===== config.mk =====
export PLATFORM = sky130hd
export DESIGN_NAME = bopc_top
export DESIGN_NICKNAME = d
export VERILOG_FILES = /design/src/design/bopc_pkg.sv /design/src/design/bopc_sync.sv /design/src/design/bopc_chopper.sv /design/src/design/bopc_top.sv
export SDC_FILE = /design/constraint.sdc
export NUM_CORES = 1
export LEC_CHECK = 0
export ABC_AREA = 1
export BUFFER_PORTS_ARGS = -buffer_cell sky130_fd_sc_hd__clkbuf_2
export CAP_MARGIN = 20
export CELL_PAD_IN_SITES_DETAIL_PLACEMENT = 1
export CELL_PAD_IN_SITES_GLOBAL_PLACEMENT = 1
export CORE_ASPECT_RATIO = 1.1
export CORE_MARGIN = 3
export CORE_UTILIZATION = 44
export DETAILED_ROUTE_END_ITERATION = 8
export PLACE_DENSITY_LB_ADDON = 0.1
export SETUP_SLACK_MARGIN = 0.5
export SLEW_MARGIN = 0
export SYNTH_ARGS = -nofsm -noshare
export SYNTH_HDL_FRONTEND = slang
export SYNTH_HIERARCHICAL = 1
export SYNTH_SLANG_ARGS = --single-unit
export TNS_END_PERCENT = 5

===== constraint.sdc =====
create_clock -name hclk -period 4.29 [get_ports hclk]
set_input_delay 0.429 -clock hclk [delete_from_list [all_inputs] [get_ports hclk]]
set_output_delay 0.429 -clock hclk [all_outputs]
set_load 0.05 [all_outputs]

===== src/design/bopc_pkg.sv =====
package bopc_pkg;
   // timebase
   localparam int unsigned CLK_HZ      = 50_000_000;
   localparam int unsigned CLK_NS      = 1_000_000_000 / CLK_HZ;
   // fixed off-time, blanking and fast share of the off-time
   localparam int unsigned T_OFF_NS    = 30_000;
   localparam int unsigned T_BLANK_NS  = 1_000;
   localparam int unsigned FAST_NUM    = 5;
   localparam int unsigned FAST_DEN    = 16;
   localparam int unsigned OFF_CYC     = T_OFF_NS / CLK_NS;
   localparam int unsigned BLANK_CYC   = (T_BLANK_NS + CLK_NS - 1) / CLK_NS;
   localparam int unsigned FAST_CYC    = (OFF_CYC * FAST_NUM) / FAST_DEN;
   localparam int unsigned CNT_W       = 11;
   // register byte offsets
   localparam logic [7:0]  OFS_CTRL    = 8'h00;
   localparam logic [7:0]  OFS_STEP    = 8'h04;
   localparam logic [7:0]  OFS_STATUS  = 8'h08;
   localparam logic [7:0]  OFS_POS     = 8'h0C;
   // control register fields
   localparam int unsigned CTRL_W      = 7;
   localparam int unsigned CTRL_DIS    = 0;
   localparam int unsigned CTRL_WAKE   = 1;
   localparam int unsigned CTRL_RUNN   = 2;
   localparam int unsigned CTRL_MS     = 3;
   localparam int unsigned CTRL_DIR    = 5;
   localparam int unsigned CTRL_OTS    = 6;
   localparam logic [6:0]  CTRL_RESET  = 7'h44;
   // status register fields
   localparam int unsigned ST_RUN      = 0;
   localparam int unsigned ST_LATCH1   = 1;
   localparam int unsigned ST_LATCH2   = 2;
   localparam int unsigned ST_FAULT    = 3;
   localparam int unsigned ST_CHOP1    = 7;
   localparam int unsigned ST_CHOP2    = 12;
   // translator
   localparam int unsigned POS_W       = 5;
   localparam logic [4:0]  HOME_IDX    = 5'h04;

   typedef struct packed {
      logic src_a;
      logic snk_a;
      logic src_b;
      logic snk_b;
   } bopc_gate_t;

   typedef struct packed {
      logic over_temp;
      logic charge_pump_rail_uv;
      logic gate_drive_regulator_fault;
      logic undervoltage_lockout;
   } bopc_fault_t;

   typedef struct packed {
      logic trip;
      logic gnd_short;
      logic zero_cur;
   } bopc_sense_t;

   typedef enum logic [4:0] {
      CH_IDLE  = 5'h01,
      CH_BLANK = 5'h02,
      CH_DRIVE = 5'h04,
      CH_FAST  = 5'h08,
      CH_SLOW  = 5'h10
   } bopc_chop_t;
endpackage : bopc_pkg


===== src/design/bopc_sync.sv =====
`timescale 1ns/1ns
module bopc_sync #(
   parameter int unsigned W = 1
) (
   // clock and reset
   input  wire logic         clk,
   input  wire logic         rst_n,
   // asynchronous in, synchronous out
   input  wire logic [W-1:0] d,
   output logic      [W-1:0] q
);
   logic [W-1:0] meta;

   // two-stage synchroniser, first stage feeds only the second
   always_ff @(posedge clk or negedge rst_n) begin
      if (!rst_n) begin
         meta <= '0;
         q    <= '0;
      end else begin
         meta <= d;
         q    <= meta;
      end
   end
endmodule : bopc_sync


===== src/design/bopc_chopper.sv =====
`timescale 1ns/1ns
module bopc_chopper (
   // clock and reset
   input  wire logic               clk,
   input  wire logic               rst_n,
   // control from the top
   input  wire logic               run,
   input  wire logic               positive,
   input  wire logic               mixed,
   input  wire logic               clear_latch,
   input  wire bopc_pkg::bopc_sense_t sense,
   // gate drive and state
   output bopc_pkg::bopc_gate_t    gate,
   output logic                    latched,
   output bopc_pkg::bopc_chop_t    state
);
   logic [bopc_pkg::CNT_W-1:0] cnt;
   logic                       active;

   assign active = run && !latched;

   // gate pattern for a chopper phase and current polarity
   function automatic bopc_pkg::bopc_gate_t gate_of(
      input bopc_pkg::bopc_chop_t s, input logic pos, input logic zero);
      bopc_pkg::bopc_gate_t g;
      g = '0;
      case (s)
         bopc_pkg::CH_BLANK, bopc_pkg::CH_DRIVE: begin
            g = pos ? 4'b1001 : 4'b0110;
         end
         // reverse diagonal on, recirculation through the channels
         bopc_pkg::CH_FAST: begin
            g = zero ? 4'b0000 : (pos ? 4'b0110 : 4'b1001);
         end
         // both low sides on; off near zero so the current cannot reverse
         bopc_pkg::CH_SLOW: begin
            g = zero ? 4'b0000 : 4'b0101;
         end
         default: begin
            g = '0;
         end
      endcase
      return g;
   endfunction : gate_of

   // short-to-ground latch: a new short wins over the clear
   always_ff @(posedge clk or negedge rst_n) begin
      if (!rst_n) begin
         latched <= 1'b0;
      end else if (sense.gnd_short && state != bopc_pkg::CH_IDLE) begin
         latched <= 1'b1;
      end else if (clear_latch) begin
         latched <= 1'b0;
      end
   end

   // fixed off-time chopper; a load short simply keeps re-tripping
   always_ff @(posedge clk or negedge rst_n) begin
      if (!rst_n) begin
         state <= bopc_pkg::CH_IDLE;
         cnt   <= '0;
      end else if (!active) begin
         state <= bopc_pkg::CH_IDLE;
         cnt   <= '0;
      end else begin
         case (state)
            bopc_pkg::CH_IDLE: begin
               state <= bopc_pkg::CH_BLANK;
               cnt   <= '0;
            end
            // trip is ignored while blanking
            bopc_pkg::CH_BLANK: begin
               if (cnt == bopc_pkg::CNT_W'(bopc_pkg::BLANK_CYC - 1)) begin
                  state <= bopc_pkg::CH_DRIVE;
                  cnt   <= '0;
               end else begin
                  cnt <= cnt + 1'b1;
               end
            end
            bopc_pkg::CH_DRIVE: begin
               if (sense.trip) begin
                  state <= mixed ? bopc_pkg::CH_FAST : bopc_pkg::CH_SLOW;
                  cnt   <= '0;
               end
            end
            bopc_pkg::CH_FAST: begin
               if (cnt == bopc_pkg::CNT_W'(bopc_pkg::FAST_CYC - 1)) begin
                  state <= bopc_pkg::CH_SLOW;
               end
               cnt <= cnt + 1'b1;
            end
            bopc_pkg::CH_SLOW: begin
               if (cnt == bopc_pkg::CNT_W'(bopc_pkg::OFF_CYC - 1)) begin
                  state <= bopc_pkg::CH_BLANK;
                  cnt   <= '0;
               end else begin
                  cnt <= cnt + 1'b1;
               end
            end
            default: begin
               state <= bopc_pkg::CH_IDLE;
               cnt   <= '0;
            end
         endcase
      end
   end

   // registered gate drive
   always_ff @(posedge clk or negedge rst_n) begin
      if (!rst_n) begin
         gate <= '0;
      end else begin
         gate <= gate_of(state, positive, sense.zero_cur);
      end
   end
endmodule : bopc_chopper


===== src/design/bopc_top.sv =====
`timescale 1ns/1ns
module bopc_top (
   // clock and reset
   input  wire logic                  hclk,
   input  wire logic                  hresetn,
   // ahb-lite slave
   input  wire logic                  hsel,
   input  wire logic [7:0]            haddr,
   input  wire logic [1:0]            htrans,
   input  wire logic                  hwrite,
   input  wire logic [2:0]            hsize,
   input  wire logic [31:0]           hwdata,
   input  wire logic                  hready,
   output logic                       hreadyout,
   output logic                       hresp,
   output logic [31:0]                hrdata,
   // asynchronous analog indications
   input  wire bopc_pkg::bopc_fault_t fault_pins,
   input  wire bopc_pkg::bopc_sense_t sense1_pins,
   input  wire bopc_pkg::bopc_sense_t sense2_pins,
   // bridge gate drive
   output bopc_pkg::bopc_gate_t       bridge1_gate,
   output bopc_pkg::bopc_gate_t       bridge2_gate,
   // translator and supplies
   output logic [4:0]                 step_index,
   output logic                       phase1_positive,
   output logic                       phase2_positive,
   output logic                       pump_enable,
   output logic                       regulator_enable
);
   logic [bopc_pkg::CTRL_W-1:0] ctrl;
   logic                        step_req;
   logic                        wr_pend;
   logic [7:0]                  wr_addr;
   logic                        wake_q;
   logic                        wake_rise;
   logic                        bus_take;
   logic [31:0]                 rd_val;
   logic [9:0]                  async_in;
   logic [9:0]                  sync_out;
   bopc_pkg::bopc_fault_t       fault;
   bopc_pkg::bopc_sense_t       sense1;
   bopc_pkg::bopc_sense_t       sense2;
   logic                        fault_any;
   logic                        run;
   logic                        out_dis;
   logic                        wake;
   logic                        seq_run;
   logic [1:0]                  ms_sel;
   logic                        dir;
   logic                        ots_supply;
   logic [4:0]                  next_pos;
   logic [4:0]                  step_inc;
   logic                        mixed1;
   logic                        mixed2;
   logic                        latched1;
   logic                        latched2;
   bopc_pkg::bopc_chop_t        chop1;
   bopc_pkg::bopc_chop_t        chop2;

   // magnitude of a phase current shrinking in the stepping direction
   function automatic logic mag_falling(input logic [4:0] p,
                                        input logic d,
                                        input logic second);
      logic first_half;
      first_half = !p[3];
      return d ? (second ? !first_half : first_half)
               : (second ? first_half : !first_half);
   endfunction : mag_falling

   // control fields
   assign out_dis    = ctrl[bopc_pkg::CTRL_DIS];
   assign wake       = ctrl[bopc_pkg::CTRL_WAKE];
   assign seq_run    = ctrl[bopc_pkg::CTRL_RUNN];
   assign ms_sel     = ctrl[bopc_pkg::CTRL_MS +: 2];
   assign dir        = ctrl[bopc_pkg::CTRL_DIR];
   assign ots_supply = ctrl[bopc_pkg::CTRL_OTS];

   // every analog indication crosses two flops before use
   assign async_in = {fault_pins, sense1_pins, sense2_pins};

   bopc_sync #(
      .W     (10)
   ) u_sync (
      .clk   (hclk),
      .rst_n (hresetn),
      .d     (async_in),
      .q     (sync_out)
   );

   assign fault  = sync_out[9:6];
   assign sense1 = sync_out[5:3];
   assign sense2 = sync_out[2:0];

   // any supply or temperature fault stops both bridges, no latching
   assign fault_any = fault.over_temp || fault.charge_pump_rail_uv
                      || fault.gate_drive_regulator_fault
                      || fault.undervoltage_lockout;

   // bridges may conduct only with every gate condition clear
   assign run = !out_dis && wake && seq_run && !fault_any;

   // low power also stops the pump and the current regulator
   assign pump_enable      = wake;
   assign regulator_enable = wake;

   // ahb-lite: zero wait states, always okay
   assign hreadyout = 1'b1;
   assign hresp     = 1'b0;
   assign bus_take  = hsel && htrans[1] && hready;

   // address phase captured for the write that follows
   always_ff @(posedge hclk or negedge hresetn) begin
      if (!hresetn) begin
         wr_pend <= 1'b0;
         wr_addr <= 8'h00;
      end else begin
         wr_pend <= bus_take && hwrite;
         wr_addr <= haddr;
      end
   end

   // read mux; unmapped offsets read as zero
   always_comb begin
      rd_val = 32'h00000000;
      case (haddr)
         bopc_pkg::OFS_CTRL: begin
            rd_val[bopc_pkg::CTRL_W-1:0] = ctrl;
         end
         bopc_pkg::OFS_STATUS: begin
            rd_val[bopc_pkg::ST_RUN]        = run;
            rd_val[bopc_pkg::ST_LATCH1]     = latched1;
            rd_val[bopc_pkg::ST_LATCH2]     = latched2;
            rd_val[bopc_pkg::ST_FAULT +: 4] = fault;
            rd_val[bopc_pkg::ST_CHOP1 +: 5] = chop1;
            rd_val[bopc_pkg::ST_CHOP2 +: 5] = chop2;
         end
         bopc_pkg::OFS_POS: begin
            rd_val[bopc_pkg::POS_W-1:0] = step_index;
         end
         default: begin
            rd_val = 32'h00000000;
         end
      endcase
   end

   // read data sampled in the address phase, stands in the data phase
   always_ff @(posedge hclk or negedge hresetn) begin
      if (!hresetn) begin
         hrdata <= 32'h00000000;
      end else if (bus_take && !hwrite) begin
         hrdata <= rd_val;
      end
   end

   // control register written in the data phase
   always_ff @(posedge hclk or negedge hresetn) begin
      if (!hresetn) begin
         ctrl <= bopc_pkg::CTRL_RESET;
      end else if (wr_pend && wr_addr == bopc_pkg::OFS_CTRL) begin
         ctrl <= hwdata[bopc_pkg::CTRL_W-1:0];
      end
   end

   // step command: one-cycle pulse on a write of bit 0
   always_ff @(posedge hclk or negedge hresetn) begin
      if (!hresetn) begin
         step_req <= 1'b0;
      end else begin
         step_req <= wr_pend && wr_addr == bopc_pkg::OFS_STEP && hwdata[0];
      end
   end

   // wake edge clears short latches and homes the sequencer
   always_ff @(posedge hclk or negedge hresetn) begin
      if (!hresetn) begin
         wake_q <= 1'b0;
      end else begin
         wake_q <= wake;
      end
   end
   assign wake_rise = wake && !wake_q;

   // increment per step from the microstep select
   always_comb begin
      case (ms_sel)
         2'h0: step_inc = 5'h08;
         2'h1: step_inc = 5'h04;
         2'h2: step_inc = 5'h02;
         default: step_inc = 5'h01;
      endcase
   end

   // translator position; independent of the disable bit
   always_comb begin
      next_pos = step_index;
      if (fault.undervoltage_lockout || !seq_run || wake_rise) begin
         next_pos = bopc_pkg::HOME_IDX;
      end else if (step_req && wake) begin
         next_pos = dir ? step_index + step_inc
                        : step_index - step_inc;
      end
   end

   always_ff @(posedge hclk or negedge hresetn) begin
      if (!hresetn) begin
         step_index <= bopc_pkg::HOME_IDX;
      end else begin
         step_index <= next_pos;
      end
   end

   // winding polarity from the position, registered for the dac side
   always_ff @(posedge hclk or negedge hresetn) begin
      if (!hresetn) begin
         phase1_positive <= 1'b1;
         phase2_positive <= 1'b1;
      end else begin
         phase1_positive <= step_index < 5'h08 || step_index > 5'h18;
         phase2_positive <= step_index > 5'h00 && step_index < 5'h10;
      end
   end

   // decay: grounded select is always mixed; full step is slow
   assign mixed1 = !ots_supply
                   || (ms_sel != 2'h0 && mag_falling(step_index, dir, 1'b0));
   assign mixed2 = !ots_supply
                   || (ms_sel != 2'h0 && mag_falling(step_index, dir, 1'b1));

   // one fixed off-time chopper per full bridge
   bopc_chopper u_chop1 (
      .clk         (hclk),
      .rst_n       (hresetn),
      .run         (run),
      .positive    (phase1_positive),
      .mixed       (mixed1),
      .clear_latch (wake_rise),
      .sense       (sense1),
      .gate        (bridge1_gate),
      .latched     (latched1),
      .state       (chop1)
   );

   bopc_chopper u_chop2 (
      .clk         (hclk),
      .rst_n       (hresetn),
      .run         (run),
      .positive    (phase2_positive),
      .mixed       (mixed2),
      .clear_latch (wake_rise),
      .sense       (sense2),
      .gate        (bridge2_gate),
      .latched     (latched2),
      .state       (chop2)
   );
endmodule : bopc_top


---- After elaboration in Yosys (flattened, before gate mapping) ----
Cells that the tools add are included.
storage, ports and cells
  bits in registers ....................... 104
  output and inout bits ................... 51
  word-level logic and storage cells ...... 157
cells by class
  add/sub/neg operators ................... 4
  magnitude comparators ................... 4
  equality and inequality tests ........... 31
  muxes and demuxes ....................... 46
  reduce and logical (&&, ||, !) cells .... 47
operators by type and width
  operator                 count
  $mux W11                 8
  $pmux W11 S4             2
  $mux W5                  15
  $pmux W5 S5              2
  $pmux W4 S3              3
  $mux W4                  6
  $ne A3 B3 Y1 const B     8
  $add A11 B1 Y11 const B  2
  $eq A11 B11 Y1 const B   2
  $eq A11 B6 Y1 const B    2
  $eq A11 B9 Y1 const B    2
  $logic_and A1 B1 Y1      19
  $eq A8 B4 Y1 const B     2
  $logic_not A8 Y1         2
  $pmux W5 S3              1
  $eq A5 B1 Y1 const B     2
  $eq A5 B2 Y1 const B     2
  $eq A5 B3 Y1 const B     2
  $eq A5 B4 Y1 const B     2
  $eq A5 B5 Y1 const B     2
  $mux W10                 1
  $ne A5 B1 Y1 const B     2
  $logic_not A1 Y1         9
  $eq A8 B3 Y1 const B     1
  other kinds (16)         33

---- Logic depth before layout (Yosys ltp) ----
  word-level depth ........................ 8
  gate-level depth with buffers ........... 12
  gate-level depth less buffers ........... 12

---- Cells and area by module ----
Netlist, hierarchy kept.
modules (own cells, without submodules)
  module                   instances  cells each  area an instance (µm²)
  bopc_top                 1          257         2165.8
  bopc_chopper at u_chop1  1          212         1468.9
  bopc_chopper at u_chop2  1          211         1430.1
  bopc_sync                1          20          500.5

---- Least setup slack after synthesis ----
Ideal clock, no wire load.
  path type ............................... register to register
  from .................................... register ctrl[1] (netlist name)
  to ...................................... register u_chop2/cnt[4] (netlist name)
  data arrival time ....................... 1.773 ns
  required time ........................... 4.166 ns
  path slack .............................. 2.393 ns
  stages on the path, launching flop included .. 9
  buffers on the path ..................... 0
  period minus slack after synthesis ...... 1.897 ns
  cells stage by stage .................... dfrtp_1 nand3b_1 nor2_1 inv_1 nor2_1 nand3_2 nand2_1 xor2_1 nor2_1
between the ends
  cells in the longest elaborated chain, start to end .. 5
RTL lines
  what                                                              RTL line            source
  start: declaration                                                bopc_top.sv:31      logic [bopc_pkg::CTRL_W-1:0] ctrl;
  start signal: assignment                                          bopc_top.sv:159     ctrl <= bopc_pkg::CTRL_RESET;
  start signal: assignment                                          bopc_top.sv:161     ctrl <= hwdata[bopc_pkg::CTRL_W-1:0];
  $logic_and A1 B1 Y1 * (3 in series)                               bopc_top.sv:101     assign run = !out_dis && wake && seq_run && !fault_any;
  via run                                                           bopc_top.sv:45      logic run;
  $logic_and A1 B1 Y1 *                                             bopc_chopper.sv:20  assign active = run && !latched;
  $ne A3 B3 Y1 (no source line) / $mux W11 (equally long branches)  -
  end signal: assignment                                            bopc_chopper.sv:77  cnt <= cnt + 1'b1;
  end signal: assignment                                            bopc_chopper.sv:90  cnt <= cnt + 1'b1;
  end signal: assignment                                            bopc_chopper.sv:97  cnt <= cnt + 1'b1;
  end: declaration                                                  bopc_chopper.sv:17  logic [bopc_pkg::CNT_W-1:0] cnt;
Mark *: on every way through the listed nets, which the timed path passes. The rest lies on a longest branch.
A chain may end at the register's enable or synchronous reset.

---- Worst setup path after layout ----
  from .................................... register ctrl[2] (netlist name)
  to ...................................... register u_chop2/cnt[9] (netlist name)
between the ends
  cells in the longest elaborated chain, start to end .. 4
RTL lines
  what                                                              RTL line
  $logic_and A1 B1 Y1 * (2 in series)                               bopc_top.sv:101
  via run                                                           bopc_top.sv:45
  $logic_and A1 B1 Y1 *                                             bopc_chopper.sv:20
  $ne A3 B3 Y1 (no source line) / $mux W11 (equally long branches)  -
Marks and branches as above.

==> out/qor.yml <==
status: "finished, final reports clean"
synth_edf_count: 0
ys_seq_elements: 104
rows: 42
hold_path_class: "input port to register"
path_cells: "inv_1 -> nor2_2 -> nand2_1 -> nor2_1 -> inv_1 -> nor4_1 -> nand2_1 -> nand2_1"
reg2reg_depth: 8
worst-path-buf-inv: 2
die-area_um2: 14040
synthTopCellsByArea: "dfrtp_1, nand2_1, nand3_1, inv_1, nor2_1"
drc: 0
worst_path_largest_cell_delay_ps: 800
overflow: 0
cts_max_level: 3
r2r_slack_ps: 2060
crit_slowest_cell: "nor4_1"
p_per_area_nw_per_um2: 314.2
grt_pass1_vias: 5069
drv_cap: 0
synth_cells: 700
p_leak_nw: 3.227
die_w_um: 113.2
hp-start: "fault_pins[2]"
via_count: 4820
hold_violations: 0
r2r-end: "u_chop2/cnt[9]$_DFFE_PN0P_"
startpoint_type: "register"
initial_utilization: 0.4565
ys_warn_count: 6
synthMuxAreaShare: 0
drtIter0Drc: 220
globalRouteTotalUtil: 0.2221
whs_endpoint: "u_sync/meta[8]$_DFF_PN0_"
clkTransAtPathRegs_ps: 70
r2r_start: "ctrl[2]$_DFFE_PN1P_"
synth_top_family_by_area: "simple AND/OR/NAND/NOR gates"
grt_max_degree: 76
drive_above_1_share: 0.1862
core_area_um2: 12190
grt_first_pass_wirelength_mm: 25.02
root_buffer: "clkbuf_16"
ir_worst_vdd_uv: 155.4
fin_crit_sh: 0.5190
crit_path_max_fanout: 4
hpwl_mm: 11.22
synth_fa_ha_area_frac: 0.02608
max_freq_mhz: 449.1
cts_tree: "yes"
fin_worst_skew_ps: 6.674
port_buffers: 64
synth_top_area_cell: "dfrtp_1"
async_flop_share: 1.000
routabilityCongestion: 0.8958
clock_path_buffers: 2
cts_resized: 0
synth-compound-area-share: 0.03687
final.setup.tns_ps: 0
fin_util: 0.5124
dr.max_layer_used: "met4"
synth.yosys.seq_area_share: 0.4692
critPathKind: "register to register"
io_pins: 111
avgSynthCellArea_um2: 7.950
place_ws_ps: 2087
clkLatencyLatePin_ps: 340
worstPathArrival_ps: 2500
hold_buffers: 0
synth-xor-area-share: 0.01731
postRouteAntennaNets: 0
hold_depth: 1
wl_mm: 14.60
dr_wl_met2_mm: 7.631
clock-sinks: 104
report.power.total_mw: 1.963
floorplan.die.height_um: 124.0
dr_wl_met3_um: 346
postLayoutCellArea_um2: 6247
numCtsBuffers: 9
fillCellCount: 1537
cts_setup_buffers: 0
setup_slack_ps: 2063
area_delta_synth_final_pct: 12.25
slew_viol_final: 0
netlist_area_um2: 5565
required_ps: 4570
synth.most_common_cell: "nand2_1"
wl_per_cell_um: 15.84
ys_types: 36
antenna_found_initial: 0
finalSetupViolCount: 0
drt-pass1-iter-count: 4
dpl_cell_area_um2: 5933
worst_pin_slew_ps: 960.0
crit_top_cell: "nand2_1"
finalNetCount: 834
synth_top_area_frac: 0.4362
crit_family: "simple AND/OR/NAND/NOR gates"
grt_setup_unrepaired: "false"
yosys.area_share.simple: 0.3599
synthTopCellsByCount: "nand2_1, nand3_1, dfrtp_1"
synth_ff_type: "dfrtp_1"
num_antenna_cells: 0
max-slew-margin-rel: 0.3600
finalCriticalPeriod_ps: 2227
wl_met1_mm: 6.414
worstSetupEndpointType: "register"
via_per_inst: 5.228
==> flip-flops by register name (all words and copies together), names as in the netlist <==
name             cells
u_chop1/gate         4
u_chop2/gate         4
wr_pend              1
u_chop2/cnt         11
u_chop2/latched      1
ctrl                 7
hrdata              17
wr_addr              8
u_sync/meta         10
u_chop1/cnt         11
u_chop1/state        5
step_index           5
phase1_positive      1
u_chop2/state        5
u_sync/q            10
wake_q               1
step_req             1
phase2_positive      1
u_chop1/latched      1
==> power by group <==
| group | internal (mW) | leakage (nW) | switching [mW] | total, mW |
|---|---|---|---|---|
| clock network | 0.478 | 0.156 | 0.383 | 0.861 |
| logic | 0.0182 | 1.74 | 0.0792 | 0.0974 |
| registers | 0.996 | 1.33 | 0.00807 | 1.00 |
| total | 1.49 | 3.23 | 0.471 | 1.96 |
==> metrics by stage <==
stage	hold slack, ps	std cells
3_3_place_gp	332.4	906
2_1_floorplan	133.4	715
3_5_place_dp	336.4	906
5_1_grt	168.8	922
6_report	184.9	922
4_1_cts	173.5	922
==> how the worst max path moves through the flow <==
stage,startpoint,end,cells past startpoint
2_1_floorplan,ctrl[1]$_DFFE_PN0P_,u_chop2/cnt[4]$_DFFE_PN0P_,8
3_3_place_gp,ctrl[2]$_DFFE_PN1P_,u_chop2/cnt[9]$_DFFE_PN0P_,8
3_5_place_dp,ctrl[2]$_DFFE_PN1P_,u_chop2/cnt[6]$_DFFE_PN0P_,8
4_1_cts,ctrl[2]$_DFFE_PN1P_,u_chop2/cnt[9]$_DFFE_PN0P_,8
5_1_grt,ctrl[2]$_DFFE_PN1P_,u_chop2/cnt[8]$_DFFE_PN0P_,8
6_report,ctrl[2]$_DFFE_PN1P_,u_chop2/cnt[9]$_DFFE_PN0P_,8
==> cells in the final DEF, fill, tap and decap left out, types with 10 or more instances in the layout <==
cell / instances
nand2_1: 202
nand3_1: 105
dfrtp_1: 97
inv_1: 63
clkbuf_2: 63
nor2_1: 60
conb_1: 17
nand4_1: 15
o21ai_0: 14
nand2_2: 14
inv_2: 11
nor2_2: 10
xor2_1: 10
nor2_4: 10
ha_1: 10
==> routing by layer <==
metal | GRT usage | up-vias
li1 | - | 2328
met3 | 0.02770 | 20
met5 | 0 | -
met2 | 0.3926 | 71
met4 | 0.06612 | 0
met1 | 0.2867 | 2401
==> kinds of logic (layout without fill, tap and decap cells) <==
group,after synthesis,count (layout)
simple gates,433,433
compound gates,36,36
xor+xnor,11,11
flops,104,104
buf+inv,103,156
fa+ha+maj,11,11
other cells,2,17
==> layout make-up <==
type	instances	area [um^2]	share of cell area
repair buffers	66	337.8	0.05408
flip-flops and latches	104	2611	0.4180
clock buffers	10	239.0	0.03825
well taps	154	192.7	0.03084
multi-input cells	508	2514	0.4024
clock inverters	6	75.07	0.01202
inverters	74	277.8	0.04446
Note: power is estimated with default switching activity, not from simulation.
